File: src/rtl/xqfr_defines.vh
// result codes, request encodings and defaults for the translation query fault resolver
`ifndef XQFR_DEFINES_VH
`define XQFR_DEFINES_VH

// ----------------------------------------------------------------
// query result codes
// ----------------------------------------------------------------
`define XQFR_CODE_SUCCESS          8'h00
`define XQFR_CODE_MALFORMED        8'hff
`define XQFR_CODE_ABSENT_STAGE     8'hfe
`define XQFR_CODE_INTERNAL         8'hfd
`define XQFR_CODE_SID_RANGE        8'h02
`define XQFR_CODE_ENTRY_FETCH      8'h03
`define XQFR_CODE_BAD_ENTRY        8'h04
`define XQFR_CODE_STREAM_DISABLED  8'h06
`define XQFR_CODE_SSID_RANGE       8'h08
`define XQFR_CODE_CTX_FETCH        8'h09
`define XQFR_CODE_BAD_CTX          8'h0a
`define XQFR_CODE_WALK_ABORT       8'h0b
`define XQFR_CODE_TRANSLATION      8'h10
`define XQFR_CODE_ADDR_SIZE        8'h11
`define XQFR_CODE_ACCESS_FLAG      8'h12
`define XQFR_CODE_PERMISSION       8'h13
`define XQFR_CODE_LOOKUP_CONFLICT  8'h20
`define XQFR_CODE_CONFIG_CONFLICT  8'h21
`define XQFR_CODE_VMS_FETCH        8'h25

// ----------------------------------------------------------------
// request type encodings
// ----------------------------------------------------------------
`define XQFR_TYPE_NONE             2'h0
`define XQFR_TYPE_STAGE1           2'h1
`define XQFR_TYPE_STAGE2           2'h2
`define XQFR_TYPE_BOTH             2'h3

// ----------------------------------------------------------------
// default substream settings
// ----------------------------------------------------------------
`define XQFR_DSS_TERMINATE         2'h0
`define XQFR_DSS_SUBSTREAM0        2'h2

// ----------------------------------------------------------------
// stream entry configuration field positions
// ----------------------------------------------------------------
`define XQFR_CFG_STAGE1_BIT        0
`define XQFR_CFG_STAGE2_BIT        1
`define XQFR_CFG_TRANSLATE_BIT     2

// ----------------------------------------------------------------
// default widths
// ----------------------------------------------------------------
`define XQFR_SID_W                 24
`define XQFR_SSID_W                20
`define XQFR_VMID_W                16

`endif

File: src/rtl/xqfr_resolver.v
// fault priority and result code resolver for software translation queries
`timescale 1ns/1ps
`include "xqfr_defines.vh"

module xqfr_resolver #(
  parameter SID_W  = `XQFR_SID_W,
  parameter SSID_W = `XQFR_SSID_W,
  parameter VMID_W = `XQFR_VMID_W
) (
  input  wire              mclk,
  input  wire              rst,
  // query request
  input  wire              queryStart,
  input  wire [1:0]        queryType,
  input  wire              vmRestricted,
  input  wire [VMID_W-1:0] interfaceVmSelector,
  input  wire              querySecure,
  input  wire              secureStreamSelect,
  input  wire              secureStage2Capable,
  input  wire              globalEnable,
  input  wire              unitError,
  input  wire [SID_W-1:0]  queryStreamId,
  input  wire [5:0]        streamTableLog2,
  input  wire              querySubstreamValid,
  input  wire [SSID_W-1:0] querySubstreamId,
  // stream table entry fetch
  input  wire              entryRsp,
  input  wire              entryAbort,
  input  wire              entryValid,
  input  wire [2:0]        entryConfig,
  input  wire [4:0]        contextTableLimit,
  input  wire [1:0]        defaultSubstreamSetting,
  input  wire              entryVmTagged,
  input  wire [VMID_W-1:0] entryVmTag,
  input  wire              entrySecure,
  input  wire              entryNeedsVms,
  // virtual machine structure fetch
  input  wire              vmsRsp,
  input  wire              vmsAbort,
  // context descriptor fetch
  input  wire              ctxRsp,
  input  wire              ctxAbort,
  input  wire              ctxStage2Fault,
  input  wire [1:0]        ctxFaultKind,
  input  wire              ctxValid,
  // table walk
  input  wire              walkRsp,
  input  wire              walkAbort,
  input  wire              walkStage2Fault,
  input  wire              walkFault,
  input  wire [1:0]        walkFaultKind,
  input  wire              lookupConflict,
  input  wire              configConflict,
  // results and fetch requests
  output reg               busy_q,
  output reg               done_q,
  output reg               queryFaultFlag_q,
  output reg  [7:0]        queryResultCode_q,
  output reg               entryFetchReq_q,
  output reg               vmsFetchReq_q,
  output reg               ctxFetchReq_q,
  output reg               walkReq_q
);

  // ----------------------------------------------------------------
  // states
  // ----------------------------------------------------------------
  localparam [2:0] ST_IDLE  = 3'h0;
  localparam [2:0] ST_ENTRY = 3'h1;
  localparam [2:0] ST_VMS   = 3'h2;
  localparam [2:0] ST_CHECK = 3'h3;
  localparam [2:0] ST_CTX   = 3'h4;
  localparam [2:0] ST_WALK  = 3'h5;

  // ----------------------------------------------------------------
  // helpers
  // ----------------------------------------------------------------
  // ids wider than the port are already truncated, so only the table size matters
  function outOfRange;
    input [31:0] id;
    input [5:0]  log2Size;
    begin
      if (log2Size >= 6'h20) begin
        outOfRange = 1'b0;
      end else begin
        outOfRange = (id >> log2Size) != 32'h0;
      end
    end
  endfunction

  function [7:0] faultClassCode;
    input [1:0] kind;
    begin
      faultClassCode = `XQFR_CODE_TRANSLATION + {6'h0, kind};
    end
  endfunction

  // ----------------------------------------------------------------
  // state and captured request
  // ----------------------------------------------------------------
  reg [2:0]        state_q;
  reg [2:0]        state_d;
  reg [1:0]        type_q;
  reg              vmIf_q;
  reg              ssv_q;
  reg [SSID_W-1:0] ssid_q;
  reg [2:0]        cfg_q;
  reg [4:0]        ctxLimit_q;
  reg [1:0]        dss_q;
  reg              busy_d;
  reg              done_d;
  reg              fault_d;
  reg [7:0]        code_d;
  reg              entryReq_d;
  reg              vmsReq_d;
  reg              ctxReq_d;
  reg              walkReq_d;
  reg              endNow;
  reg [7:0]        endCode;

  wire [31:0]       sidWide  = {{(32-SID_W){1'b0}}, queryStreamId};
  wire [31:0]       ssidWide = {{(32-SSID_W){1'b0}}, ssid_q};
  wire              internalStop = unitError | ~globalEnable;
  wire              stage1Only = (type_q == `XQFR_TYPE_STAGE1);
  wire              cfgS1 = cfg_q[`XQFR_CFG_STAGE1_BIT];
  wire              cfgS2 = cfg_q[`XQFR_CFG_STAGE2_BIT];
  wire              cfgOn = cfg_q[`XQFR_CFG_TRANSLATE_BIT];

  // a vm-restricted interface only answers stage 1 queries
  wire              malformed = (queryType == `XQFR_TYPE_NONE) |
                                (vmRestricted & (queryType != `XQFR_TYPE_STAGE1));
  // without secure stage 2 a secure stream can never serve a stage 2 query
  wire              staticAbsent = querySecure & secureStreamSelect & ~secureStage2Capable &
                                   queryType[1];
  wire [VMID_W-1:0] effectiveVm = (entrySecure & ~entryConfig[`XQFR_CFG_STAGE2_BIT]) ?
                                  {VMID_W{1'b0}} : entryVmTag;
  wire              vmDenied = vmIf_q & (~entryVmTagged | (effectiveVm != interfaceVmSelector));
  wire              lateAbsent = ~cfgOn | (type_q[1] & ~cfgS2) | (type_q[0] & vmIf_q & ~cfgS1);
  wire              ctxPresent = cfgS1 & (ctxLimit_q != 5'h0);
  wire              ssidBad = ssv_q & cfgS1 & outOfRange(ssidWide, ctxLimit_q);
  wire              streamOff = ctxPresent &
                                ((~ssv_q & (dss_q == `XQFR_DSS_TERMINATE)) |
                                 (ssv_q & (ssid_q == {SSID_W{1'b0}}) & (dss_q == `XQFR_DSS_SUBSTREAM0)));

  // ----------------------------------------------------------------
  // sequencing
  // ----------------------------------------------------------------
  always @* begin
    state_d    = state_q;
    busy_d     = busy_q;
    done_d     = 1'b0;
    fault_d    = queryFaultFlag_q;
    code_d     = queryResultCode_q;
    entryReq_d = 1'b0;
    vmsReq_d   = 1'b0;
    ctxReq_d   = 1'b0;
    walkReq_d  = 1'b0;
    endNow     = 1'b0;
    endCode    = `XQFR_CODE_SUCCESS;
    case (state_q)
      ST_IDLE: begin
        // a start while busy is ignored, the idle state alone accepts one
        if (queryStart) begin
          busy_d = 1'b1;
          if (malformed) begin
            endNow  = 1'b1;
            endCode = `XQFR_CODE_MALFORMED;
          end else if (staticAbsent) begin
            endNow  = 1'b1;
            endCode = `XQFR_CODE_ABSENT_STAGE;
          end else if (internalStop) begin
            endNow  = 1'b1;
            endCode = `XQFR_CODE_INTERNAL;
          end else if (outOfRange(sidWide, streamTableLog2)) begin
            endNow  = 1'b1;
            endCode = `XQFR_CODE_SID_RANGE;
          end else begin
            entryReq_d = 1'b1;
            state_d    = ST_ENTRY;
          end
        end
      end
      ST_ENTRY: begin
        if (internalStop) begin
          endNow  = 1'b1;
          endCode = `XQFR_CODE_INTERNAL;
        end else if (entryRsp) begin
          if (entryAbort) begin
            endNow  = 1'b1;
            endCode = `XQFR_CODE_ENTRY_FETCH;
          end else if (~entryValid) begin
            endNow  = 1'b1;
            endCode = `XQFR_CODE_BAD_ENTRY;
          end else if (vmDenied) begin
            endNow  = 1'b1;
            endCode = `XQFR_CODE_BAD_ENTRY;
          end else if (entryNeedsVms) begin
            vmsReq_d = 1'b1;
            state_d  = ST_VMS;
          end else begin
            state_d = ST_CHECK;
          end
        end
      end
      ST_VMS: begin
        if (internalStop) begin
          endNow  = 1'b1;
          endCode = `XQFR_CODE_INTERNAL;
        end else if (vmsRsp) begin
          if (vmsAbort) begin
            endNow  = 1'b1;
            endCode = `XQFR_CODE_VMS_FETCH;
          end else begin
            state_d = ST_CHECK;
          end
        end
      end
      ST_CHECK: begin
        if (internalStop) begin
          endNow  = 1'b1;
          endCode = `XQFR_CODE_INTERNAL;
        end else if (lateAbsent) begin
          endNow  = 1'b1;
          endCode = `XQFR_CODE_ABSENT_STAGE;
        end else if (ssidBad) begin
          endNow  = 1'b1;
          endCode = `XQFR_CODE_SSID_RANGE;
        end else if (streamOff) begin
          endNow  = 1'b1;
          endCode = `XQFR_CODE_STREAM_DISABLED;
        end else if (cfgS1 & type_q[0]) begin
          ctxReq_d = 1'b1;
          state_d  = ST_CTX;
        end else begin
          walkReq_d = 1'b1;
          state_d   = ST_WALK;
        end
      end
      ST_CTX: begin
        if (internalStop) begin
          endNow  = 1'b1;
          endCode = `XQFR_CODE_INTERNAL;
        end else if (ctxRsp) begin
          if (ctxStage2Fault) begin
            endNow  = 1'b1;
            endCode = stage1Only ? `XQFR_CODE_CTX_FETCH : faultClassCode(ctxFaultKind);
          end else if (ctxAbort) begin
            endNow  = 1'b1;
            endCode = `XQFR_CODE_CTX_FETCH;
          end else if (~ctxValid) begin
            endNow  = 1'b1;
            endCode = `XQFR_CODE_BAD_CTX;
          end else begin
            walkReq_d = 1'b1;
            state_d   = ST_WALK;
          end
        end
      end
      ST_WALK: begin
        if (internalStop) begin
          endNow  = 1'b1;
          endCode = `XQFR_CODE_INTERNAL;
        end else if (walkRsp) begin
          endNow = 1'b1;
          if (walkAbort | (walkStage2Fault & stage1Only)) begin
            endCode = `XQFR_CODE_WALK_ABORT;
          end else if (lookupConflict) begin
            endCode = `XQFR_CODE_LOOKUP_CONFLICT;
          end else if (configConflict) begin
            endCode = `XQFR_CODE_CONFIG_CONFLICT;
          end else if (walkFault | walkStage2Fault) begin
            endCode = faultClassCode(walkFaultKind);
          end else begin
            endCode = `XQFR_CODE_SUCCESS;
          end
        end
      end
      default: begin
        state_d = ST_IDLE;
        busy_d  = 1'b0;
      end
    endcase
    // the first fault found ends the query, so later checks never overwrite it
    if (endNow) begin
      state_d = ST_IDLE;
      busy_d  = 1'b0;
      done_d  = 1'b1;
      code_d  = endCode;
      fault_d = (endCode != `XQFR_CODE_SUCCESS);
    end
  end

  // ----------------------------------------------------------------
  // registers
  // ----------------------------------------------------------------
  always @(posedge mclk) begin
    if (rst) begin
      state_q           <= ST_IDLE;
      busy_q            <= 1'b0;
      done_q            <= 1'b0;
      queryFaultFlag_q  <= 1'b0;
      queryResultCode_q <= `XQFR_CODE_SUCCESS;
      entryFetchReq_q   <= 1'b0;
      vmsFetchReq_q     <= 1'b0;
      ctxFetchReq_q     <= 1'b0;
      walkReq_q         <= 1'b0;
      type_q            <= `XQFR_TYPE_NONE;
      vmIf_q            <= 1'b0;
      ssv_q             <= 1'b0;
      ssid_q            <= {SSID_W{1'b0}};
      cfg_q             <= 3'h0;
      ctxLimit_q        <= 5'h0;
      dss_q             <= 2'h0;
    end else begin
      state_q           <= state_d;
      busy_q            <= busy_d;
      done_q            <= done_d;
      queryFaultFlag_q  <= fault_d;
      queryResultCode_q <= code_d;
      entryFetchReq_q   <= entryReq_d;
      vmsFetchReq_q     <= vmsReq_d;
      ctxFetchReq_q     <= ctxReq_d;
      walkReq_q         <= walkReq_d;
      // type, vm restriction and substream fields are frozen at start; interfaceVmSelector is still read live at the entry response
      if (state_q == ST_IDLE && queryStart) begin
        type_q <= queryType;
        vmIf_q <= vmRestricted;
        ssv_q  <= querySubstreamValid;
        ssid_q <= querySubstreamId;
      end
      if (state_q == ST_ENTRY && entryRsp) begin
        cfg_q      <= entryConfig;
        ctxLimit_q <= contextTableLimit;
        dss_q      <= defaultSubstreamSetting;
      end
    end
  end

endmodule

File: config.mk
export PLATFORM = sky130hd
export DESIGN_NAME = xqfr_resolver
export DESIGN_NICKNAME = d
export VERILOG_FILES = /design/src/rtl/xqfr_resolver.v
export VERILOG_INCLUDE_DIRS = /design/src /design/src/rtl
export SDC_FILE = /design/constraint.sdc
export NUM_CORES = 1
export LEC_CHECK = 0
export BUFFER_PORTS_ARGS = -buffer_cell sky130_fd_sc_hd__buf_2
export CORE_MARGIN = 8
export CORE_UTILIZATION = 50
export DETAILED_ROUTE_END_ITERATION = 8
export PLACE_DENSITY = 0.88
export SYNTH_ARGS = -nofsm -noshare
export SYNTH_HDL_FRONTEND = slang
export SYNTH_SLANG_ARGS = --single-unit
File: constraint.sdc
create_clock -name mclk -period 2.62 [get_ports mclk]
set_input_delay 0.131 -clock mclk [delete_from_list [all_inputs] [get_ports mclk]]
set_output_delay 0.131 -clock mclk [all_outputs]
set_load 0.05 [all_outputs]
After elaboration in Yosys (flattened, before gate mapping)
Cells that the tools add are included.

Memories: 0. Bits in registers: 52. Input port bits: 126. Latch bits: 0. Word-level logic and storage cells: 215. Bits in writable memories: 0. ROM bits: 0. Output and inout port bits: 15.

Bitwise gates (word level): 42. Shift operators: 2. Order comparisons: 1. Mux-type cells: 104. Reductions and logical operators: 17. Multipliers: 0. Divide/modulo/power cells: 0. Equality and inequality tests: 31. Add/subtract/negate cells: 2.

Operator list (count): 2-to-1 mux 3 bit (27); 2-to-1 mux 8 bit (10); nonzero test 32 bit (2); 2-to-1 mux 6 bit (10); one-hot mux 8 bit (6 select lines) (1); 2-to-1 mux 1 bit (47); inequality test 2 bit (second input constant) (22); right shift 20 x 5 -> 32 bit (1); right shift 24 x 6 -> 32 bit (1); AND reduction 23 bit (1); logical NOT 20 bit (1); AND 1 bit (18); one-hot mux 3 bit (6 select lines) (1); 2-to-1 mux 16 bit (1); inequality test 16 bit (1); NOT 1 bit (16); adder 5 x 2 -> 6 bit (first input constant) (2); 2-to-1 mux 4 bit (3); OR reduction 6 bit (2); bitwise OR 1 bit (8); nonzero test 8 bit (1); OR reduction 7 bit (1); == test 3 x 2 -> 1 bit (second input constant) (2); == test 3 bit (second input constant) (2); 15 further kinds (18).

Logic depth before layout (Yosys ltp)
Depth in word-level cells: 15. Gate-level depth with buffers: 10. Gate-level depth less buffers: 8.

Worst setup path after synthesis
Ideal clock, no wire load.

Kind: reg-to-reg. Start point: register ctxLimit_q[2]. End point: register queryResultCode_q[6]. Library setup time: 0.072 ns. Period minus slack after synthesis: 2.358 ns. Data required time: 2.548 ns. Arrival: 2.286 ns. Path slack: 0.262 ns. Stages on the path, launching flop included: 10. Cells stage by stage: dfxtp_1 buf_6 or4_4 o21ai_2 nand2_1 and3_4 o41ai_4 a41oi_2 o21ai_4 mux2i_1.

Longest elaborated chain between the ends: 8. Elaborated cells on any way between the ends: 11. Classes of those cells: shift: 1; mux: 5; bitwise: 3; reduce/logical: 2.

Ends and longest elaborated chain: start, declared (line xqfr_resolver.v:108) `reg [4:0] ctxLimit_q;`; start signal, assigned (line xqfr_resolver.v:333) `ctxLimit_q <= contextTableLimit;`; branches (longest 4 deep; another with right shift 20 x 5 -> 32 bit); 2-to-1 mux 1 bit (*) (line xqfr_resolver.v:225) `end else if (ssidBad) begin`; 2-to-1 mux 1 bit (*) (line xqfr_resolver.v:222) `end else if (lateAbsent) begin`; 2-to-1 mux 1 bit (*) (line xqfr_resolver.v:219) `if (internalStop) begin`; one-hot mux 1 bit (6 select lines) (*) (line xqfr_resolver.v:160) `case (state_q)`; end signal, assigned (line xqfr_resolver.v:302) `` queryResultCode_q <= `XQFR_CODE_SUCCESS; ``; end signal, assigned (line xqfr_resolver.v:319) `queryResultCode_q <= code_d;`; end, declared (line xqfr_resolver.v:58) `output reg [7:0] queryResultCode_q,`.

Mark *: on every way between the ends. A chain may end at the register's enable or synchronous reset.

Final worst setup path
Start point: register ctxLimit_q[1]. End point: register queryFaultFlag_q.

Longest elaborated chain between the ends: 9. Elaborated cells on any way between the ends: 17. Classes of those cells: shift: 1; mux: 10; bitwise: 3; reduce/logical: 3.

Ends and longest elaborated chain: branches (longest 9 deep; another with right shift 20 x 5 -> 32 bit); end signal, assigned (line xqfr_resolver.v:318) `queryFaultFlag_q <= fault_d;`; end, declared (line xqfr_resolver.v:57) `output reg queryFaultFlag_q,`.

Several ways; the timed one is not identified.

==> impl_summary.txt <==
----------------------------------------------------
[Setup path]
  Reg-to-Reg End ... queryFaultFlag_q
  Cell depth of the worst flop-to-flop path ... 8
  Reg2Reg Launch Point ... ctxLimit_q[1]
  Arrival time at the worst endpoint ... 2.64 ns
  Type of the setup path with the least slack ... reg2reg
  Worst Path Max Fanout ... 7
  Kind of end point of the critical path ... flop
  Register-to-Register Setup Slack ... 0.13 ns
  Critical path required time ... 2.77 ns
  Kind of start point of the critical path ... flop

[Min path]
  Startpoint of the tightest hold check path ... querySubstreamId[11]
  Worst min-delay path endpoint ... ssid_q[11]
  Type of the tightest min-delay check ... in2reg
  Cell count of the worst hold path ... 3

[Pwr]
  Power spent charging and discharging nets ... 0.587 mW
  Peak supply drop ... 0.205 mV
  Share of power burned in registers ... 0.440
  Relative contribution of the clock network to total power ... 0.313
  Sw Ratio ... 0.308
  Leakage ... 1.99 nW
  Internal Pwr Total ... 1.32 mW
  Fraction of power consumed by combinational cells ... 0.247
  Post-route total power ... 1.91 mW
  Cell Pwr Density ... 414 mW/mm2

[Detailed routing]
  Ratio of routed vias to standard cells ... 5.96
  Mean routed wirelength per cell ... 17.1 um
  DRC violation count after routing ... 0
  1st-pass router iterations ... 5
  Detail Route Antenna Nets ... 0
  DR vias ... 4384
  Final WL ... 12600 um
  DRT iter0 DRCs ... 317

[Logic synthesis]
  Cell types occupying the most area after synthesis ... sky130_fd_sc_hd__dfxtp_1, sky130_fd_sc_hd__nand2_1, sky130_fd_sc_hd__a21oi_1, sky130_fd_sc_hd__nor2_1, sky130_fd_sc_hd__mux2i_1
  Warnings, synthesis ... 0
  Prevailing post-synth register cell ... sky130_fd_sc_hd__dfxtp_1
  Post-Syn Area ... 0.00370 mm2
  Area fraction of the dominant cell type after synthesis ... 0.276
  Gate count after technology mapping ... 500
  Portion of the post-synthesis area used by sequential elements ... 0.276
  Share of async-settable or async-resettable flops after synthesis ... 0
  Mapped Avg Cell Area ... 7.40 um2
  Mapped Nets ... 628
  Number of synthesized flops with an enable pin ... 0
  Register bit total from synthesis ... 51
  Yosys cell types ... 82
  Largest area contributor in the netlist ... sky130_fd_sc_hd__dfxtp_1

[Global route]
  Via count of the first global-routing pass ... 4359
  Number of antenna violations at the first check in global routing ... 0
  Remaining global-route overflow ... 0
  Aggregate global-route resource usage ... 0.232
  Maximum number of pins on one net before global-route repair ... 51
  Global-route wire length before repair ... 19800 um

[Clock network]
  CTS tree ... built
  Clk_lat worst skew ... 0.31 ns
  CTS HTree Levels ... 2
  Total CTS buffers ... 5
  Buffer depth of the longest clock path ... 2
  Root buf cell ... sky130_fd_sc_hd__clkbuf_8
  Hold buffer count at CTS ... 0
  CTS clk-pin slew, worst paths ... 0.10 ns
  Clk sink count ... 51

[Floorplan]
  Die height ... 102 um
  Rows ... 31
  I/O pin count ... 141
  Core Area ... 0.00721 mm2
  Die ar. ... 0.0104 mm2
  Starting utilization of the core area ... 0.513
  Die span in x ... 102 um

[Run]
  Max cap viols ... 0

[STA]
  Worst Clk Skew ... 0.00760 ns
  Share of the clock period used by the worst path after layout ... 0.951
  Fin. max-slew vios ... 0
  Hold Fails Final Rpt ... 0
  Setup TNS ... 0 ns
  Unrepaired setup endpoints after global routing ... no
  Setup ws final ... 0.129 ns
  Worst slew pin tran ... 0.936 ns
  Final Setup Violations ... 0
  Final period demand of the worst path ... 2.49 ns
  Timing-limited maximum frequency ... 401 MHz
  Max-Slew Margin vs Limit ... 0.376

[Layout]
  Final net count ... 764
  Area Growth Syn to Fin ... 24.6%
  Antenna diodes ... 0
  Footprint of the multi-input gates ... 0.00246 mm2
  Sequential cell area ... 0.00102 mm2
  Ratio of cells with drive above 1 in the final layout ... 0.305
  Total of fill cells in the finished design ... 663
  Post-layout util ... 0.639

[Place]
  Post-detailed-placement half-perimeter wirelength ... 10100 um
  Buffers added on ports ... 140
  Final RePlAce weighted congestion ... 0.912
  Placement Setup Slack ... 0.120 ns

[Run status]
  Result of the run ... finished, final reports clean

----------------------------------------------------
==> worst max path at each step <==
stage / start / end / slack (ns) / cells after the start
floorplan: ctxLimit_q[2] / queryResultCode_q[6] / 0.26 / 9
global placement: ctxLimit_q[1] / queryResultCode_q[0] / 0.16 / 8
detailed placement: ctxLimit_q[1] / queryResultCode_q[4] / 0.12 / 8
CTS: ctxLimit_q[1] / queryResultCode_q[5] / 0.08 / 8
global route: ctxLimit_q[1] / queryFaultFlag_q / 0.04 / 8
finish: ctxLimit_q[1] / queryFaultFlag_q / 0.13 / 8
==> power groups by stage <==
| stage | logic (mW) | registers (mW) | clock network [mW] |
|---|---|---|---|
| 2_1_floorplan | 0.236 | 0.887 | 0 |
| 3_3_place_gp | 0.442 | 0.855 | 0 |
| 3_5_place_dp | 0.458 | 0.857 | 0 |
| 4_1_cts | 0.461 | 0.840 | 0.597 |
| 5_1_grt | 0.512 | 0.845 | 0.633 |
| 6_report | 0.472 | 0.841 | 0.597 |
==> sequential cells by signal (all words and copies together), names as in the netlist, 2 cells and up <==
name and cells:
dss_q 2, type_q 2, ctxLimit_q 5, ssid_q 20, queryResultCode_q 7, state_q 3, cfg_q 3
==> cells in the final DEF (no fill, tap or decap), types with 10 or more instances in the layout <==
cell                       netlist  layout
sky130_fd_sc_hd__a211oi_1       12      12
sky130_fd_sc_hd__a21oi_1        52      52
sky130_fd_sc_hd__buf_2           2     140
sky130_fd_sc_hd__buf_4           4      13
sky130_fd_sc_hd__dfxtp_1        51      48
sky130_fd_sc_hd__inv_1          22      22
sky130_fd_sc_hd__mux2i_1        13      13
sky130_fd_sc_hd__nand2_1        93      93
sky130_fd_sc_hd__nand3_1        10      10
sky130_fd_sc_hd__nor2_1         40      40
sky130_fd_sc_hd__nor2b_1        13      13
sky130_fd_sc_hd__nor3_1         18      18
sky130_fd_sc_hd__o21ai_0        13      13
==> synth_stat cells (4+ instances only) <==
library cell,n
sky130_fd_sc_hd__a21oi_1,52
sky130_fd_sc_hd__nor3_1,18
sky130_fd_sc_hd__nand2_1,93
sky130_fd_sc_hd__nand2b_1,8
sky130_fd_sc_hd__nand3_1,10
sky130_fd_sc_hd__o31ai_1,4
sky130_fd_sc_hd__nor4bb_1,5
sky130_fd_sc_hd__dfxtp_1,51
sky130_fd_sc_hd__a211oi_1,12
sky130_fd_sc_hd__nand4_1,7
sky130_fd_sc_hd__a2111oi_0,4
sky130_fd_sc_hd__nor4_1,8
sky130_fd_sc_hd__o2111ai_1,4
sky130_fd_sc_hd__o221ai_1,4
sky130_fd_sc_hd__o32ai_1,5
sky130_fd_sc_hd__buf_4,4
sky130_fd_sc_hd__clkbuf_1,12
sky130_fd_sc_hd__mux2i_1,13
sky130_fd_sc_hd__xnor2_1,5
sky130_fd_sc_hd__o21ai_0,13
sky130_fd_sc_hd__nor2b_1,13
sky130_fd_sc_hd__inv_1,22
sky130_fd_sc_hd__nor2_1,40
sky130_fd_sc_hd__clkbuf_8,4
sky130_fd_sc_hd__or2_2,4
sky130_fd_sc_hd__a31oi_1,8
==> final cells by class <==
| type | instances | share of cell area |
|---|---|---|
| well taps | 99 | 0.0269 |
| repair buffers | 153 | 0.173 |
| clock buffers | 6 | 0.0179 |
| multi-input cells | 403 | 0.534 |
| flip-flops and latches | 51 | 0.222 |
| clock inverters | 2 | 0.00841 |
| inverters | 22 | 0.0179 |
==> worst max-delay path, stage by stage, from the launching register on <==
cell                       delay [ns]
sky130_fd_sc_hd__dfxtp_1         0.39
sky130_fd_sc_hd__or4_4           0.55
sky130_fd_sc_hd__o21ai_2         0.14
sky130_fd_sc_hd__nand2_1         0.07
sky130_fd_sc_hd__and3_4          0.19
sky130_fd_sc_hd__or3_2           0.49
sky130_fd_sc_hd__o221ai_2        0.24
sky130_fd_sc_hd__o211a_1         0.21
sky130_fd_sc_hd__a221oi_2        0.06
==> per-layer routing <==
metal  routed length [um]  GRT usage  vias up
met5                    0          0        -
met4                  310     0.0824        0
met3                 1150     0.0640       34
met2                 6100      0.404      207
met1                 5020      0.263     2027
li1                     -          -     2116
==> logic make-up after synthesis <==
kind of cell | count (synthesis) | share of synthesized area
AND/OR/NAND/NOR | 233 | 0.314
AO/OA/AOI/OAI | 147 | 0.283
flip-flops | 51 | 0.276
buffers and inverters | 46 | 0.0643
multiplexers | 16 | 0.0443
XOR/XNOR | 5 | 0.0118
adder cells (fa/ha/maj) | 2 | 0.00676
==> through the flow <==
stage	hold slack (ns)	instances	instance area (um2)
3_3_place_gp	0.372	728	4470
2_1_floorplan	0.267	500	3700
5_1_grt	0.0453	736	4610
4_1_cts	0.0492	736	4590
3_5_place_dp	0.376	728	4470
6_report	0.0461	736	4610
==> what timing repair did <==
action	4_1_cts	5_1_grt
setup buffers	0	0
resized for setup	0	7
endpoints found under the setup margin	0	8
hold endpoints to repair	0	0
Note: power is estimated with default switching activity, not from simulation.
